[config.mk]
export PLATFORM = sky130hd
export DESIGN_NAME = cpu_power_state_throttle
export DESIGN_NICKNAME = d
export VERILOG_FILES = /design/src/design/cpu_throttle_pkg.sv /design/src/design/cpu_power_state_throttle.sv
export VERILOG_INCLUDE_DIRS = /design/src /design/src/design
export SDC_FILE = /design/constraint.sdc
export NUM_CORES = 1
export LEC_CHECK = 0
export ABC_AREA = 1
export BUFFER_PORTS_ARGS = -buffer_cell sky130_fd_sc_hd__buf_4
export CAP_MARGIN = 5
export CORE_MARGIN = 8
export CORE_UTILIZATION = 30
export DETAILED_ROUTE_END_ITERATION = 10
export SLEW_MARGIN = 10
export SYNTH_ARGS = -nofsm -noshare
export SYNTH_HDL_FRONTEND = slang
export SYNTH_SLANG_ARGS = --single-unit
export TNS_END_PERCENT = 50
[constraint.sdc]
create_clock -name clk -period 2.88 [get_ports clk]
set_clock_uncertainty 0.1 [all_clocks]
set_input_delay 0.432 -clock clk [delete_from_list [all_inputs] [get_ports clk]]
set_output_delay 0.432 -clock clk [all_outputs]
set_load 0.05 [all_outputs]
[src/design/cpu_throttle_cfg.svh]
// Offsets, field positions, reset values and timing counts of the clock logic
`ifndef CPU_THROTTLE_CFG_SVH
`define CPU_THROTTLE_CFG_SVH
`define OFS_THROTTLE_CONTROL 12'h000
`define OFS_LEVEL_TWO 12'h004
`define OFS_LEVEL_THREE 12'h005
`define OFS_WAKE_CONTROL 12'h008
`define OFS_IDLE_STATUS 12'h00C
`define OFS_CACHE_CAPS 12'h010
`define ADDR_LEVEL_TWO 12'h004
`define ADDR_LEVEL_THREE 12'h014
`define DUTY_POS 1
`define DUTY_WIDTH 3
`define THROTTLE_EN_POS 4
`define WAKE_BM_POS 0
`define ARBITER_DISABLE_POS 1
`define CAP_WRITEBACK_INVALIDATE_SUPPORTED_POS 0
`define CAP_FLUSH_ONLY_POS 1
`define CAP_C2_POS 2
`define CAP_C3_POS 3
`define CAP_STEP_POS 8
`define CAP_SIZE_POS 16
`define CONTROL_RESET 32'h0000_0000
`define WAKE_RESET 32'h0000_0000
`define FLUSH_LIMIT_KB 2048
`define FLUSH_STEP_BYTES 32
`define FLUSH_SIZE_KB 1024
`define CLK_MHZ 250
`define STOP_SLOT_NS 32
`define STOP_SLOT_CYC ((`STOP_SLOT_NS * `CLK_MHZ) / 1000)
`endif

[src/design/cpu_throttle_pkg.sv]
// Types shared by the processor clock control logic
package cpu_throttle_pkg;
  typedef enum logic [2:0] {
    RUN = 3'b001,
    IDLE_C2 = 3'b010,
    IDLE_C3 = 3'b100
  } idle_e;
  typedef struct packed {
    logic [11:0] paddr;
    logic pwrite;
    logic [31:0] pwdata;
    logic psel;
    logic penable;
  } apb_req_s;
  typedef struct packed {
    logic [31:0] prdata;
    logic pready;
    logic pslverr;
  } apb_rsp_s;
endpackage

[src/design/cpu_power_state_throttle.sv]
// Per-processor clock throttle and idle entry logic behind an APB slave
//
// Overview of operation
// - While enabled, processor runs at least at the programmed duty fraction.
// - Run share is duty over two to the width, never below it.
// - Duty field position and width are configuration constants.
// - Throttle by periodic low clock-stop request; high share emulates division.
// - Reading level-two entry register enters C2 precisely on that read.
// - Reading level-three entry register enters C3 precisely on that read.
// - In C2 caches stay coherent; snooping keeps running.
// - One separate control block instance per processor.
// - At least one low-power state besides C0 is offered.
// - C1 is entered by halt instruction only, no logic here.
// - C0 executes full or throttled; other states execute nothing.
// - C3 without arbiter disable needs flush-and-invalidate support.
// - S2 or S3 support needs a platform cache flush means.
// - Flush-only platforms advertise flush-only and clear full flag.
// - Manual flush: read of at most 2 Mbytes flushes caches.
// - Interrupt or reset returns the complex from C2 to running.
// - Bus master wake enable set lets bus requests end idle.
//
// The APB slave port and the register offsets are this design's own decisions.
`include "cpu_throttle_cfg.svh"

module cpu_power_state_throttle (
  // Clock and reset
  input wire logic clk,
  input wire logic reset,
  // APB slave
  input wire cpu_throttle_pkg::apb_req_s apbReq,
  output cpu_throttle_pkg::apb_rsp_s apbRsp,
  // Wake sources from outside the clock domain
  input wire logic irqPin,
  input wire logic busMasterReqPin,
  // Processor side
  output logic clock_stop_request_n,
  output logic arbiter_disable,
  output logic [2:0] idleState
);
  // ==========================================
  // Input synchronisers
  logic irqS1_q, irqS2_q, bmS1_q, bmS2_q;
  always_ff @(posedge clk) begin
    if (reset) begin
      irqS1_q <= 1'b0;
      irqS2_q <= 1'b0;
      bmS1_q <= 1'b0;
      bmS2_q <= 1'b0;
    end else begin
      irqS1_q <= irqPin;
      irqS2_q <= irqS1_q;
      bmS1_q <= busMasterReqPin;
      bmS2_q <= bmS1_q;
    end
  end

  // ==========================================
  // Register file
  localparam int DW = `DUTY_WIDTH;
  logic [31:0] ctrl_q, ctrl_d, wake_q, wake_d, rdata_q, rdata_d;
  logic [2:0] readIdle;
  logic access, wr, rd;

  function automatic logic hit(input logic [11:0] a, input logic [11:0] o);
    return a == o;
  endfunction

  assign access = apbReq.psel && apbReq.penable;
  assign wr = access && apbReq.pwrite;
  assign rd = access && !apbReq.pwrite;

  // Capability word: flush-only is 0 because full invalidate is offered
  // Manual flush size and stride ride in the upper bytes
  localparam logic [31:0] CAPS = (32'h1 << `CAP_WRITEBACK_INVALIDATE_SUPPORTED_POS)
    | (32'h1 << `CAP_C2_POS) | (32'h1 << `CAP_C3_POS)
    | (32'(`FLUSH_SIZE_KB) << `CAP_SIZE_POS)
    | (32'(`FLUSH_STEP_BYTES) << `CAP_STEP_POS);

  // Read mux; entry registers read as zero, their effect is the side effect
  logic [31:0] rdSetup;
  always_comb begin
    rdSetup = 32'h0000_0000;
    if (hit(apbReq.paddr, `OFS_THROTTLE_CONTROL))
      rdSetup = ctrl_q;
    else if (hit(apbReq.paddr, `OFS_WAKE_CONTROL))
      rdSetup = wake_q;
    else if (hit(apbReq.paddr, `OFS_IDLE_STATUS))
      rdSetup = {29'h0, idleState};
    else if (hit(apbReq.paddr, `OFS_CACHE_CAPS))
      rdSetup = CAPS;
  end

  always_comb begin
    ctrl_d = ctrl_q;
    wake_d = wake_q;
    rdata_d = rdata_q;
    readIdle = 3'h0;
    if (wr && hit(apbReq.paddr, `OFS_THROTTLE_CONTROL))
      ctrl_d = apbReq.pwdata;
    if (wr && hit(apbReq.paddr, `OFS_WAKE_CONTROL))
      wake_d = apbReq.pwdata & 32'h0000_0003;
    // Captured in setup so the data stands for the whole access cycle
    if (apbReq.psel && !apbReq.penable)
      rdata_d = rdSetup;
    if (rd && hit(apbReq.paddr, `ADDR_LEVEL_TWO))
      readIdle = 3'b010;
    if (rd && hit(apbReq.paddr, `ADDR_LEVEL_THREE))
      readIdle = 3'b100;
  end

  always_ff @(posedge clk) begin
    if (reset) begin
      ctrl_q <= `CONTROL_RESET;
      wake_q <= `WAKE_RESET;
      rdata_q <= 32'h0000_0000;
    end else begin
      ctrl_q <= ctrl_d;
      wake_q <= wake_d;
      rdata_q <= rdata_d;
    end
  end

  // Zero-wait slave; read data is registered from the setup cycle
  assign apbRsp.prdata = rdata_q;
  assign apbRsp.pready = 1'b1;
  assign apbRsp.pslverr = 1'b0;

  // ==========================================
  // Idle state machine
  cpu_throttle_pkg::idle_e idle_q, idle_d;
  logic bmWake;
  assign bmWake = wake_q[`WAKE_BM_POS] && bmS2_q;

  always_comb begin
    idle_d = idle_q;
    case (idle_q)
      cpu_throttle_pkg::RUN: begin
        if (readIdle == 3'b010)
          idle_d = cpu_throttle_pkg::IDLE_C2;
        else if (readIdle == 3'b100)
          idle_d = cpu_throttle_pkg::IDLE_C3;
      end
      cpu_throttle_pkg::IDLE_C2: begin
        // Snoops continue in C2, so no arbiter gating here
        if (irqS2_q || bmWake)
          idle_d = cpu_throttle_pkg::RUN;
      end
      cpu_throttle_pkg::IDLE_C3: begin
        if (irqS2_q || bmWake)
          idle_d = cpu_throttle_pkg::RUN;
      end
      default: idle_d = cpu_throttle_pkg::RUN;
    endcase
  end

  always_ff @(posedge clk) begin
    if (reset)
      idle_q <= cpu_throttle_pkg::RUN;
    else
      idle_q <= idle_d;
  end

  // ==========================================
  // Throttle generator
  logic [DW-1:0] duty, slot_q, slot_d;
  logic [7:0] div_q, div_d;
  logic thEn, runSlot, stop_q, stop_d;
  assign duty = ctrl_q[`DUTY_POS +: DW];
  assign thEn = ctrl_q[`THROTTLE_EN_POS];

  // Duty zero is reserved; treated as unthrottled so the core never starves
  always_comb begin
    div_d = (div_q == 8'(`STOP_SLOT_CYC - 1)) ? 8'h00 : div_q + 8'h01;
    slot_d = slot_q;
    if (div_q == 8'(`STOP_SLOT_CYC - 1))
      slot_d = slot_q + 1'b1;
    if (!thEn) begin
      div_d = 8'h00;
      slot_d = '0;
    end
    runSlot = (duty == '0) || (slot_q < duty);
    // Stop request while idle halts execution; C0 alone runs
    stop_d = (idle_d != cpu_throttle_pkg::RUN)
      || (thEn && !runSlot);
  end

  always_ff @(posedge clk) begin
    if (reset) begin
      div_q <= 8'h00;
      slot_q <= '0;
      stop_q <= 1'b0;
    end else begin
      div_q <= div_d;
      slot_q <= slot_d;
      stop_q <= stop_d;
    end
  end

  // One block per processor: replicate this module per core
  // C1 halt is internal to the core; nothing here
  assign clock_stop_request_n = !stop_q;
  assign arbiter_disable = wake_q[`ARBITER_DISABLE_POS]
    && (idle_q == cpu_throttle_pkg::IDLE_C3);
  assign idleState = idle_q;

  // ==========================================
  // Assertions
  idle_two_a: assert property (@(posedge clk) disable iff (reset)
    (rd && apbReq.paddr == `ADDR_LEVEL_TWO && idle_q == cpu_throttle_pkg::RUN)
    |=> idle_q == cpu_throttle_pkg::IDLE_C2)
    else $error("level two read did not enter C2");
  idle_three_a: assert property (@(posedge clk) disable iff (reset)
    (rd && apbReq.paddr == `ADDR_LEVEL_THREE
     && idle_q == cpu_throttle_pkg::RUN)
    |=> idle_q == cpu_throttle_pkg::IDLE_C3)
    else $error("level three read did not enter C3");
  c2_wake_a: assert property (@(posedge clk) disable iff (reset)
    (idle_q == cpu_throttle_pkg::IDLE_C2 && irqS2_q)
    |=> idle_q == cpu_throttle_pkg::RUN)
    else $error("interrupt did not end C2");
  bm_nowake_a: assert property (@(posedge clk) disable iff (reset)
    (idle_q != cpu_throttle_pkg::RUN && !irqS2_q && !wake_q[`WAKE_BM_POS])
    |=> idle_q == $past(idle_q))
    else $error("idle left without wake source");
  stop_release_a: assert property (@(posedge clk) disable iff (reset)
    (!thEn && idle_d == cpu_throttle_pkg::RUN)
    |=> clock_stop_request_n)
    else $error("stop request held with throttle off");
  idle_stops_a: assert property (@(posedge clk) disable iff (reset)
    (idle_q != cpu_throttle_pkg::RUN) |-> !clock_stop_request_n)
    else $error("clock running while idle");
  run_share_a: assert property (@(posedge clk) disable iff (reset)
    (thEn && duty != '0 && slot_q < duty && idle_d == cpu_throttle_pkg::RUN)
    |=> clock_stop_request_n)
    else $error("stop asserted inside run share");
  stop_share_a: assert property (@(posedge clk) disable iff (reset)
    (thEn && duty != '0 && slot_q >= duty) |=> !clock_stop_request_n)
    else $error("no stop in stop share");
  reset_ctrl_a: assert property (@(posedge clk)
    reset |=> ctrl_q == 32'h0000_0000)
    else $error("control not cleared by reset");
  caps_a: assert property (@(posedge clk) disable iff (reset)
    (rd && apbReq.paddr == `OFS_CACHE_CAPS)
    |-> apbRsp.prdata[`CAP_FLUSH_ONLY_POS] == 1'b0)
    else $error("flush-only flag set with full invalidate");
  c3_irq_a: assert property (@(posedge clk) disable iff (reset)
    (idle_q == cpu_throttle_pkg::IDLE_C3 && irqS2_q)
    |=> idle_q == cpu_throttle_pkg::RUN)
    else $error("interrupt did not end C3");
  bm_wake_a: assert property (@(posedge clk) disable iff (reset)
    (idle_q != cpu_throttle_pkg::RUN && bmS2_q && wake_q[`WAKE_BM_POS])
    |=> idle_q == cpu_throttle_pkg::RUN)
    else $error("bus request did not end idle");
  c2_snoop_a: assert property (@(posedge clk) disable iff (reset)
    (idle_q == cpu_throttle_pkg::IDLE_C2) |-> !arbiter_disable)
    else $error("arbiter gated in C2");
  arb_c3_a: assert property (@(posedge clk) disable iff (reset)
    arbiter_disable |-> idle_q == cpu_throttle_pkg::IDLE_C3)
    else $error("arbiter gated outside C3");
  run_reset_a: assert property (@(posedge clk)
    reset |=> idle_q == cpu_throttle_pkg::RUN && clock_stop_request_n)
    else $error("reset did not return to running");
  duty_zero_a: assert property (@(posedge clk) disable iff (reset)
    (thEn && duty == '0 && idle_d == cpu_throttle_pkg::RUN)
    |=> clock_stop_request_n)
    else $error("reserved duty stopped the clock");
  wr_ctrl_a: assert property (@(posedge clk) disable iff (reset)
    (wr && apbReq.paddr == `OFS_THROTTLE_CONTROL)
    |=> ctrl_q == $past(apbReq.pwdata))
    else $error("control write lost");
  slot_wrap_a: assert property (@(posedge clk) disable iff (reset)
    (thEn && div_q == 8'(`STOP_SLOT_CYC - 1)) |=> div_q == 8'h00)
    else $error("slot divider did not wrap");
  div_clear_a: assert property (@(posedge clk) disable iff (reset)
    !thEn |=> div_q == 8'h00 && slot_q == '0)
    else $error("throttle counters not cleared");
  // ==========================================
  // Covers
  c2_cov: cover property (@(posedge clk) idle_q == cpu_throttle_pkg::IDLE_C2);
  bm_cov: cover property (@(posedge clk) bmWake
    && idle_q == cpu_throttle_pkg::IDLE_C3);
  arb_cov: cover property (@(posedge clk) arbiter_disable);
  c3_cov: cover property (@(posedge clk) idle_q == cpu_throttle_pkg::IDLE_C3);
  thr_cov: cover property (@(posedge clk) thEn && !clock_stop_request_n);
endmodule

==> results of run 1 <==
[cell usage in the layout (no fill, tap or decap), drive strengths merged]
master,count
conb,2
clkinv,1
nor4,3
a31oi,2
o311ai,1
nor3b,1
inv,33
xnor2,1
o21ai,44
nand2,84
nand3,41
dfxtp,85
ha,4
nor3,7
clkinvlp,2
nor2,32
o21bai,2
clkbuf,11
buf,92
nand4,4
a21oi,73
[cells by family (layout without fill, tap and decap cells)]
group,after synthesis,after routing
XOR/XNOR,1,1
AND/OR/NAND/NOR,172,172
other,2,2
AO/OA/AOI/OAI,122,122
flip-flops,85,85
adder cells (fa/ha/maj),4,4
buffers and inverters,59,139
[worst min-delay path, cell delays in order]
cell    delay [ns]
buf_4         0.08
inv_1         0.03
nor2_1        0.07
[Yosys cell counts (all sizes together), types with 3 or more instances]
master and count:
a21oi 73, nand3 41, nor3 7, inv 31, nor2 32, nor4 3
clkbuf 10, dfxtp 85, ha 4, o21ai 44, nand4 4, nand2 84
buf 18
[cell type report]
| type | count | area, µm² |
|---|---|---|
| Inverter | 31 | 116 |
| Multi-Input combinational cell | 301 | 1450 |
| Sequential cell | 85 | 1700 |
| Clock inverter | 5 | 41.3 |
| Fill cell | 1177 | 6840 |
| Clock buffer | 11 | 253 |
| Tap cell | 143 | 179 |
| Timing Repair Buffer | 92 | 691 |
[sequential cells by signal, indices dropped and copies added, names as in the netlist]
signal     flops
ctrl_q        32
rdata_q       32
bmS2_q         1
idleState      3
slot_q         3
stop_q         1
wake_q         2
div_q          8
bmS1_q         1
irqS2_q        1
irqS1_q        1
[final timing paths]
path                   start         endpoint  slack (ns)  cells after the start
min          busMasterReqPin           bmS1_q        0.21                      3
max             idleState[2]  arbiter_disable        1.07                      3
min reg2reg          irqS1_q          irqS2_q        0.33                      2
max reg2reg         div_q[0]         div_q[7]        1.32                      5
[routing by layer]
| layer | routed length, µm | GRT usage, % | up-vias |
|---|---|---|---|
| met4 | 95 | 4.34 | 0 |
| met5 | 0 | 0 | - |
| met2 | 4220 | 19.1 | 66 |
| met3 | 573 | 3.68 | 7 |
| met1 | 4010 | 14.2 | 1393 |
| li1 | - | - | 1634 |
[power by group]
part	internal, W	switching (W)
clock	0.000639	0.000466
combinational	0.0000933	0.000172
sequential	0.00120	0.0000134
total	0.00193	0.000651
[stage by stage]
step                      power (W)  std cells  area (µm²)  hold WS, ns  utilization, %
final                       0.00259        668        4430        0.210            39.3
after floorplan             0.00139        445        3410        0.288               -
after CTS                   0.00262        668        4430        0.201            39.3
after detailed placement    0.00151        652        4140        0.313            36.7
after global routing        0.00269        668        4430        0.219            39.3
after global placement      0.00151        652        4140        0.318            36.7
==> out/summary.txt, run 1 <==
# clock sinks: 85
Num CTS Buffers: 9
Starting density of the core: 30.3%
First-pass GRT wire length: 14,100 µm
Reported max-cap violation count: 0
Setup bufs post-CTS: 0
# setup viols final: 0
WL/cell: 13.3 µm
Final WL: 8900 µm
Chip width: 123 µm
Residual DRC count: 0
Setup Crit Path Kind: reg -> out
Vias in the first global route: 2,974
Final setup margin: 1.07 ns
Hold Buf Count CTS: 0
Adder-cell share of the synthesized area: 1.47%
Ports: 90
Max Clk Rate: 553 MHz
Pre-Repair DR Iteration Count: 4
Port bufs: 87
Synth Area in Simple Gates: 22.0%
Setup slack at placement: 0.837 ns
Req. time, crit path: 2.35 ns
Least-Margin Pin Slew: 0.522 ns
Synth Flop Type: dfxtp_1
Max Root-Sink Buffers: 2
Layout area overhead: 29.8%
Final Critical Period: 1.81 ns
Final Wtd Congestion: 0.771
Register area share after synthesis: 49.8%
Largest family of logic cells by synthesized area: simple AND/OR/NAND/NOR gates
FF+latch count, synth: 85
Pwr dens: 583 mW/mm²
Congestion Overflow GR: 0
Crit path launch type: flop
Slowest cell on the critical path: dfxtp_1
Post-synth EDFFs: 0
Crit path cell chain: inv_1 -> nor4_1 -> buf_4
Number of distinct library cells after synthesis: 27
Largest stage delay, worst path: 0.40 ns
Largest net degree at the start of global routing: 58
Ys async rst share: 0%
Final TNS setup: 0 ns
Syn Nets: 500
Num rows: 39
Clk_lat worst skew: 0.33 ns
CTS root buf: clkbuf_16
Reg clk slew, reported paths: 0.06 ns
HP Class: in -> reg
Worst-path maximum fanout: 4
Hold Vio Cnt, Final: 0
N_diodes: 0
Synth warnings: 0
DRT iter0 DRCs: 127
Gates resized, CTS repair: 0
Mux cell area share after synthesis: 0%
TritonCTS clock tree: yes
Post-synth top area share: 49.8%
DP HPWL: 6530 µm
Via count: 3,100
Critical Path AT: 1.28 ns
Synth area leaders: dfxtp_1 50%, a21oi_1 11%, nand2_1 9.0%
Final Slew Violations: 0
Final ANT Viol Nets: 0
Synth Area in Compound Gates: 18.2%
Via density: 4.64
Leak: 1.73 nW
Nets@finish: 575
Antenna violations before repair: 0
Mean post-synth cell area: 7.67 µm²
Worst Setup End Kind: output pin
Overall routing resource usage: 11.7%
Post-synthesis xor/xnor area fraction: 0.257%
Die Ht: 123 µm
Share of cells above drive strength 1: 22.1%
Post-Synthesis Cell Area: 0.00341 mm²
Crit path buf inv count: 2
Max VDD drop: 0.268 mV
Core area: 0.0113 mm²
Status: finished clean
Final Cycle Share: 62.8%
Post-Synthesis Cells: 445
Crit-path leading delay family: flip-flops
Worst slew margin: 65.2%
RSZ-0062 raised after global routing: no
Full die area: 0.0151 mm²
Cell taking the most area after synthesis: dfxtp_1
H-Tree Depth: 3
Note: power is estimated with default switching activity, not from simulation.
==> inputs of run 2 (changes only) <==
==> constraint.sdc (replaced) <==
create_clock -name clk -period 1.5 [get_ports clk]
set_clock_uncertainty 0.1 [all_clocks]
set_input_delay 0.225 -clock clk [delete_from_list [all_inputs] [get_ports clk]]
set_output_delay 0.225 -clock clk [all_outputs]
set_load 0.05 [all_outputs]
==> out/summary.txt, run 2 (synthesized netlist as in run 1, its figures left out) <==
Final Cycle Share: 98.7%
First-pass GRT wire length: 14,800 µm (+4.9%)
Die Ht: 123 µm (unchanged)
Port bufs: 87 (unchanged)
Crit path buf inv count: 1 (-1)
Reg clk slew, reported paths: 0.06 ns (about the same)
WL/cell: 13.0 µm (-2.4%)
Slowest cell on the critical path: dfxtp_4
Crit-path leading delay family: flip-flops
Worst Setup End Kind: output pin
Chip width: 123 µm (unchanged)
Num CTS Buffers: 9 (unchanged)
Total design power: 0.00526 W (+100%)
Leak: 1.85 nW (+7.4%)
Final Wtd Congestion: 0.786 (+2.0%)
Ports: 90 (unchanged)
Sequential power share: 44.3% (-2.7 points)
Starting density of the core: 30.3% (unchanged)
Full die area: 0.0151 mm² (unchanged)
Pre-Repair DR Iteration Count: 4 (unchanged)
Clk_lat worst skew: 0.33 ns (about the same)
DP HPWL: 6580 µm (+0.82%)
Finished Layout Cells: 688 (+3.0%)
Max VDD drop: 0.708 mV (+160%)
Core area: 0.0113 mm² (unchanged)
CTS root buf: clkbuf_16
Sw Ratio: 24.3% (-0.87 points)
Overall routing resource usage: 12.2% (+0.43 points)
Congestion Overflow GR: 0 (unchanged)
DRT iter0 DRCs: 101 (-20%)
HP Class: in -> reg
Critical Path AT: 1.16 ns (-0.12 ns)
Antenna violations before repair: 0 (unchanged)
Num rows: 39 (unchanged)
# clock sinks: 85 (unchanged)
Nets@finish: 595 (+3.5%)
Final core occ: 41.6% (+2.3 points)
Residual DRC count: 0 (unchanged)
Crit path launch type: flop
# setup viols final: 0 (unchanged)
Final hold slack: 0.0128 ns (-0.197 ns)
Setup Crit Path Kind: reg -> out
Req. time, crit path: 1.17 ns (-1.18 ns)
Switch Pwr: 0.00128 W (+97%)
Filler cells: 1,135 (-3.6%)
Max Root-Sink Buffers: 2 (unchanged)
Max Clk Rate: 675 MHz
Final Slew Violations: 0 (unchanged)
RSZ-0062 raised after global routing: yes
Largest stage delay, worst path: 0.37 ns (-0.03 ns)
Crit path cell chain: nor4_4 -> buf_6
Layout area overhead: 37.3%
Reported max-cap violation count: 0 (unchanged)
Worst-path maximum fanout: 6 (+2)
Final ANT Viol Nets: 0 (unchanged)
Clk pwr share: 45.7% (+3.0 points)
Final Critical Period: 1.48 ns
Largest registers: ctrl_q: 32 flops, rdata_q: 32 flops, div_q: 8 flops
Gate power share: 10.1% (-0.2 points)
Dpl cells: 667 (+2.3%)
Status: finished clean
Vias in the first global route: 3,197 (+7.5%)
N_diodes: 0 (unchanged)
Share of cells above drive strength 1: 26.2% (+4.1 points)
Final design area excluding fillers: 0.00469 mm² (+5.8%)
Commonest non-fill, non-tap cells in the layout: 107 x buf_4, 82 x nand2_1, 81 x dfxtp_1, 73 x a21oi_1, 43 x o21ai_0
Via count: 3,242 (+4.6%)
Largest net degree at the start of global routing: 58 (unchanged)
Final WL: 8950 µm (+0.56%)
Pint: 0.00398 W (+110%)
Via density: 4.71 (+1.5%)
TritonCTS clock tree: yes
H-Tree Depth: 3 (unchanged)
Hold Vio Cnt, Final: 0 (unchanged)
Post-Place Cell Area: 0.00429 mm² (+3.7%)
Pwr dens: 1120 mW/mm² (+92%)
Most common cell after layout, fill and taps aside: buf_4
-- run 2: worst paths after layout --
| path | from | end | slack, ns | cells past startpoint |
|---|---|---|---|---|
| max | idleState[1] | arbiter_disable | 0.02 | 2 |
| min | irqPin | irqS1_q | 0.01 | 3 |
| max reg2reg | idleState[0] | stop_q | 0.11 | 6 |
| min reg2reg | bmS1_q | bmS2_q | 0.32 | 2 |
-- run 2: per-stage QoR --
step                      setup TNS, ns  setup slack, ns
final                                 0           0.0194
after global routing            -0.0146         -0.00952
after CTS                             0         0.000469
after detailed placement          -1.43          -0.0644
after global placement           -0.539          -0.0444
after floorplan                 -0.0734          -0.0734
-- run 2: power by group through the flow --
| stage | clock [W] | sequential (W) | combinational, W |
|---|---|---|---|
| floorplan | 0 | 0.00254 | 0.000133 |
| global placement | 0 | 0.00238 | 0.000527 |
| detailed placement | 0 | 0.00239 | 0.000532 |
| CTS | 0.00248 | 0.00233 | 0.000537 |
| global route | 0.00256 | 0.00234 | 0.000570 |
| finish | 0.00240 | 0.00233 | 0.000530 |
-- run 2: per-layer routing --
| metal | wire [µm] | vias to the layer above | global-route usage, % | share of wire, % |
|---|---|---|---|---|
| met2 | 4100 | 70 | 19.6 | 46 |
| met5 | 0 | - | 0 | 0 |
| met4 | 140 | 0 | 5.56 | 1.6 |
| li1 | - | 1683 | - | - |
| met1 | 4140 | 1480 | 14.8 | 46 |
| met3 | 555 | 9 | 3.40 | 6.2 |
-- run 2: what timing repair did --
item | in CTS | in global routing
resized for setup | 3 | 7
pin swaps | 0 | 1
setup buffers | 3 | 0
hold buffers | 2 | 0
hold endpoints to repair | 2 | 0
gates cloned | 0 | 0
endpoints found under the setup margin | 1 | 5
-- run 2: final cells by class --
class / count / area, µm² / share of cell area (%)
Sequential cell: 85 / 1710 / 36.5
Multi-Input combinational cell: 301 / 1480 / 31.5
Timing Repair Buffer: 112 / 875 / 18.7
Clock buffer: 9 / 225 / 4.80
Tap cell: 143 / 179 / 3.82
Inverter: 31 / 116 / 2.48
Clock inverter: 7 / 103 / 2.19
-- run 2: worst register-to-register path: stages, from the launching register on --
cell	delay (ns)
dfxtp_4	0.35
buf_4	0.14
nor3_1	0.27
nor2_1	0.07
o21bai_1	0.17
nand2_1	0.07
a21oi_1	0.15
==> inputs of run 3 (changes only) <==
--- a/config.mk
+++ b/config.mk
@@ -6,7 +6,6 @@
 export SDC_FILE = /design/constraint.sdc
 export NUM_CORES = 1
 export LEC_CHECK = 0
-export ABC_AREA = 1
 export BUFFER_PORTS_ARGS = -buffer_cell sky130_fd_sc_hd__buf_4
 export CAP_MARGIN = 5
 export CORE_MARGIN = 8
==> out/summary.txt, run 3 <==
First-pass GRT wire length: 13,500 µm (-8.7%)
Sw Ratio: 20.7% (-3.6 points)
Final TNS setup: -24.55 ns (-24.55 ns)
Final setup margin: -0.462 ns (-0.482 ns)
RSZ-0062 raised after global routing: yes
Worst slew margin: 52.9%
Pre-Repair DR Iteration Count: 4 (unchanged)
Largest registers: ctrl_q: 32 flops, rdata_q: 32 flops, div_q: 8 flops
Vias in the first global route: 2,852 (-11%)
Clk pwr share: 46.3% (+0.6 points)
Nets@finish: 534 (-10%)
CTS root buf: clkbuf_16
Post-synth top area share: 49.2% (-0.60 points)
Crit path cell chain: buf_6 -> or4_4 -> or4_4 -> buf_12 -> or3_1 -> a21oi_2
Ports: 90 (unchanged)
CP most frequent cell: or4_4
FF+latch count, synth: 85 (unchanged)
Starting density of the core: 30.5% (+0.23 points)
Status: finished with violations
Crit path buf inv count: 2 (+1)
# setup viols final: 75 (+75)
Core area: 0.0113 mm² (+0.43%)
HP Class: in -> reg
Congestion Overflow GR: 0 (unchanged)
Via density: 4.72 (+0.12%)
Overall routing resource usage: 11.0% (-1.2 points)
Gate power share: 5.5% (-4.6 points)
Crit path launch type: input port
Chip width: 123 µm (+0.53%)
Leak: 1.98 nW (+6.9%)
Max VDD drop: 0.572 mV (-19%)
Layout area overhead: 37.8%
Worst setup path startpoint: apbReq[36]
Slowest cell on the critical path: or4_4
Failing checks: negative setup slack
Reported max-cap violation count: 0 (unchanged)
Critical Path AT: 2.12 ns (+0.96 ns)
Pwr dens: 985 mW/mm² (-12%)
Max Clk Rate: 510 MHz (-25%)
Post-Synthesis Cells: 381 (-14%)
Num CTS Buffers: 9 (unchanged)
Clk_lat worst skew: 0.32 ns (about the same)
Share of cells above drive strength 1: 30.6% (+4.3 points)
Sequential power share: 48.2% (+3.9 points)
Residual DRC count: 0 (unchanged)
Syn Nets: 436 (-13%)
Final Critical Period: 1.96 ns (+0.482 ns)
TritonCTS clock tree: yes
N_diodes: 0 (unchanged)
Via count: 2,958 (-8.8%)
Largest stage delay, worst path: 0.57 ns (+0.20 ns)
Largest net degree at the start of global routing: 60 (+3.4%)
Post-Synthesis Cell Area: 0.00346 mm² (+1.2%)
Final WL: 8440 µm (-5.7%)
Num rows: 39 (unchanged)
WL/cell: 13.5 µm (+3.5%)
Register area share after synthesis: 49.2% (-0.60 points)
Origin of the critical flop-to-flop path: div_q[5]
Die Ht: 123 µm (+0.53%)
Pint: 0.00372 W (-6.6%)
Hold Buf Count CTS: 0 (-2)
Most frequent cell after synthesis: dfxtp_1
Post-synth EDFFs: 0 (unchanged)
Switch Pwr: 0.000970 W (-24%)
Crit-path leading delay family: simple AND/OR/NAND/NOR gates
Req. time, crit path: 1.66 ns (+0.49 ns)
Total design power: 0.00469 W (-11%)
Synth area leaders: dfxtp_1 49%, a22o_1 6.3%, or3_1 5.4%
Cell taking the most area after synthesis: dfxtp_1
Final Cycle Share: 131% (+32 points)
Worst-path maximum fanout: 54 (+48)
Most common cell after layout, fill and taps aside: buf_4
Dpl cells: 609 (-8.7%)
Number of distinct library cells after synthesis: 41 (+52%)
DP HPWL: 6130 µm (-6.9%)
Hold Path Origin: busMasterReqPin
Commonest non-fill, non-tap cells in the layout: 107 x buf_4, 84 x dfxtp_1, 33 x inv_1, 32 x o21ai_0, 31 x a21oi_1
Port bufs: 87 (unchanged)
Hold Vio Cnt, Final: 0 (unchanged)
Mean post-synth cell area: 9.07 µm² (+18%)
Antenna violations before repair: 0 (unchanged)
Least-Margin Pin Slew: 0.704 ns
# clock sinks: 85 (unchanged)
Max Root-Sink Buffers: 2 (unchanged)
Worst Setup End Kind: flop
Full die area: 0.0152 mm² (+1.1%)
Synth warnings: 0 (unchanged)
Final Wtd Congestion: 0.780 (-0.71%)
H-Tree Depth: 3 (unchanged)
Setup Crit Path Kind: in -> reg
Top post-synthesis cells by count: 85 x dfxtp_1, 36 x o21ai_0, 33 x inv_1
Synth Flop Type: dfxtp_1
Ys async rst share: 0% (unchanged)
DRT iter0 DRCs: 136 (+35%)
Final ANT Viol Nets: 0 (unchanged)
Reg clk slew, reported paths: 0.06 ns (about the same)
Finished Layout Cells: 627 (-8.9%)
Final Slew Violations: 0 (unchanged)
Setup slack at placement: -0.830 ns (-0.765 ns)
run 3: kinds of logic after synthesis:
group	count (synthesis)	synth area share, %
other	2	0.217
AO/OA/AOI/OAI	103	18.4
multiplexers	7	2.06
flip-flops	85	49.2
buffers and inverters	62	8.47
XOR/XNOR	8	2.03
adder cells (fa/ha/maj)	4	1.45
AND/OR/NAND/NOR	110	18.1
run 3: worst paths after layout:
kind | endpoint | slack [ns] | cells past startpoint
max | ctrl_q[31] | -0.46 | 6
min reg2reg | irqS2_q | 0.34 | 1
min | bmS1_q | 0.01 | 2
max reg2reg | slot_q[2] | -0.11 | 4
run 3: layout make-up:
type	instances	area, µm²
sequential	85	1710
clock inverter	4	47.5
fill	1167	6560
clock buffer	12	246
multi-input combinational	234	1530
inverter	33	124
timing repair buffer	116	931
tap	143	179
run 3: power by group through the flow:
stage / Combinational, W / Clock (W) / Sequential [W]
finish: 0.000259 / 0.00217 / 0.00226
global route: 0.000281 / 0.00234 / 0.00226
CTS: 0.000260 / 0.00224 / 0.00226
detailed placement: 0.000256 / 0 / 0.00231
global placement: 0.000253 / 0 / 0.00231
floorplan: 0.000106 / 0 / 0.00231
run 3: what timing repair did:
action                                  4_1_cts  5_1_grt
endpoints found under the setup margin       78       80
gates cloned                                  0        0
setup buffers                                 2        0
pin swaps                                     6        0
resized for setup                            19        7
run 3: metrics by stage:
step                hold slack (ns)  utilization [%]  area, µm²
floorplan                     0.253                -       3460
global placement              0.323             38.6       4370
detailed placement            0.327             38.6       4370
CTS                         0.00279             41.8       4730
global route                0.00170             42.1       4760
finish                       0.0114             42.1       4760
run 3: layer usage:
| layer | routed length, µm | vias to the layer above | track usage [%] |
|---|---|---|---|
| li1 | - | 1500 | - |
| met1 | 3800 | 1408 | 13.2 |
| met2 | 4160 | 48 | 18.5 |
| met3 | 436 | 2 | 3.15 |
| met4 | 42 | 0 | 3.84 |
| met5 | 0 | - | 0 |
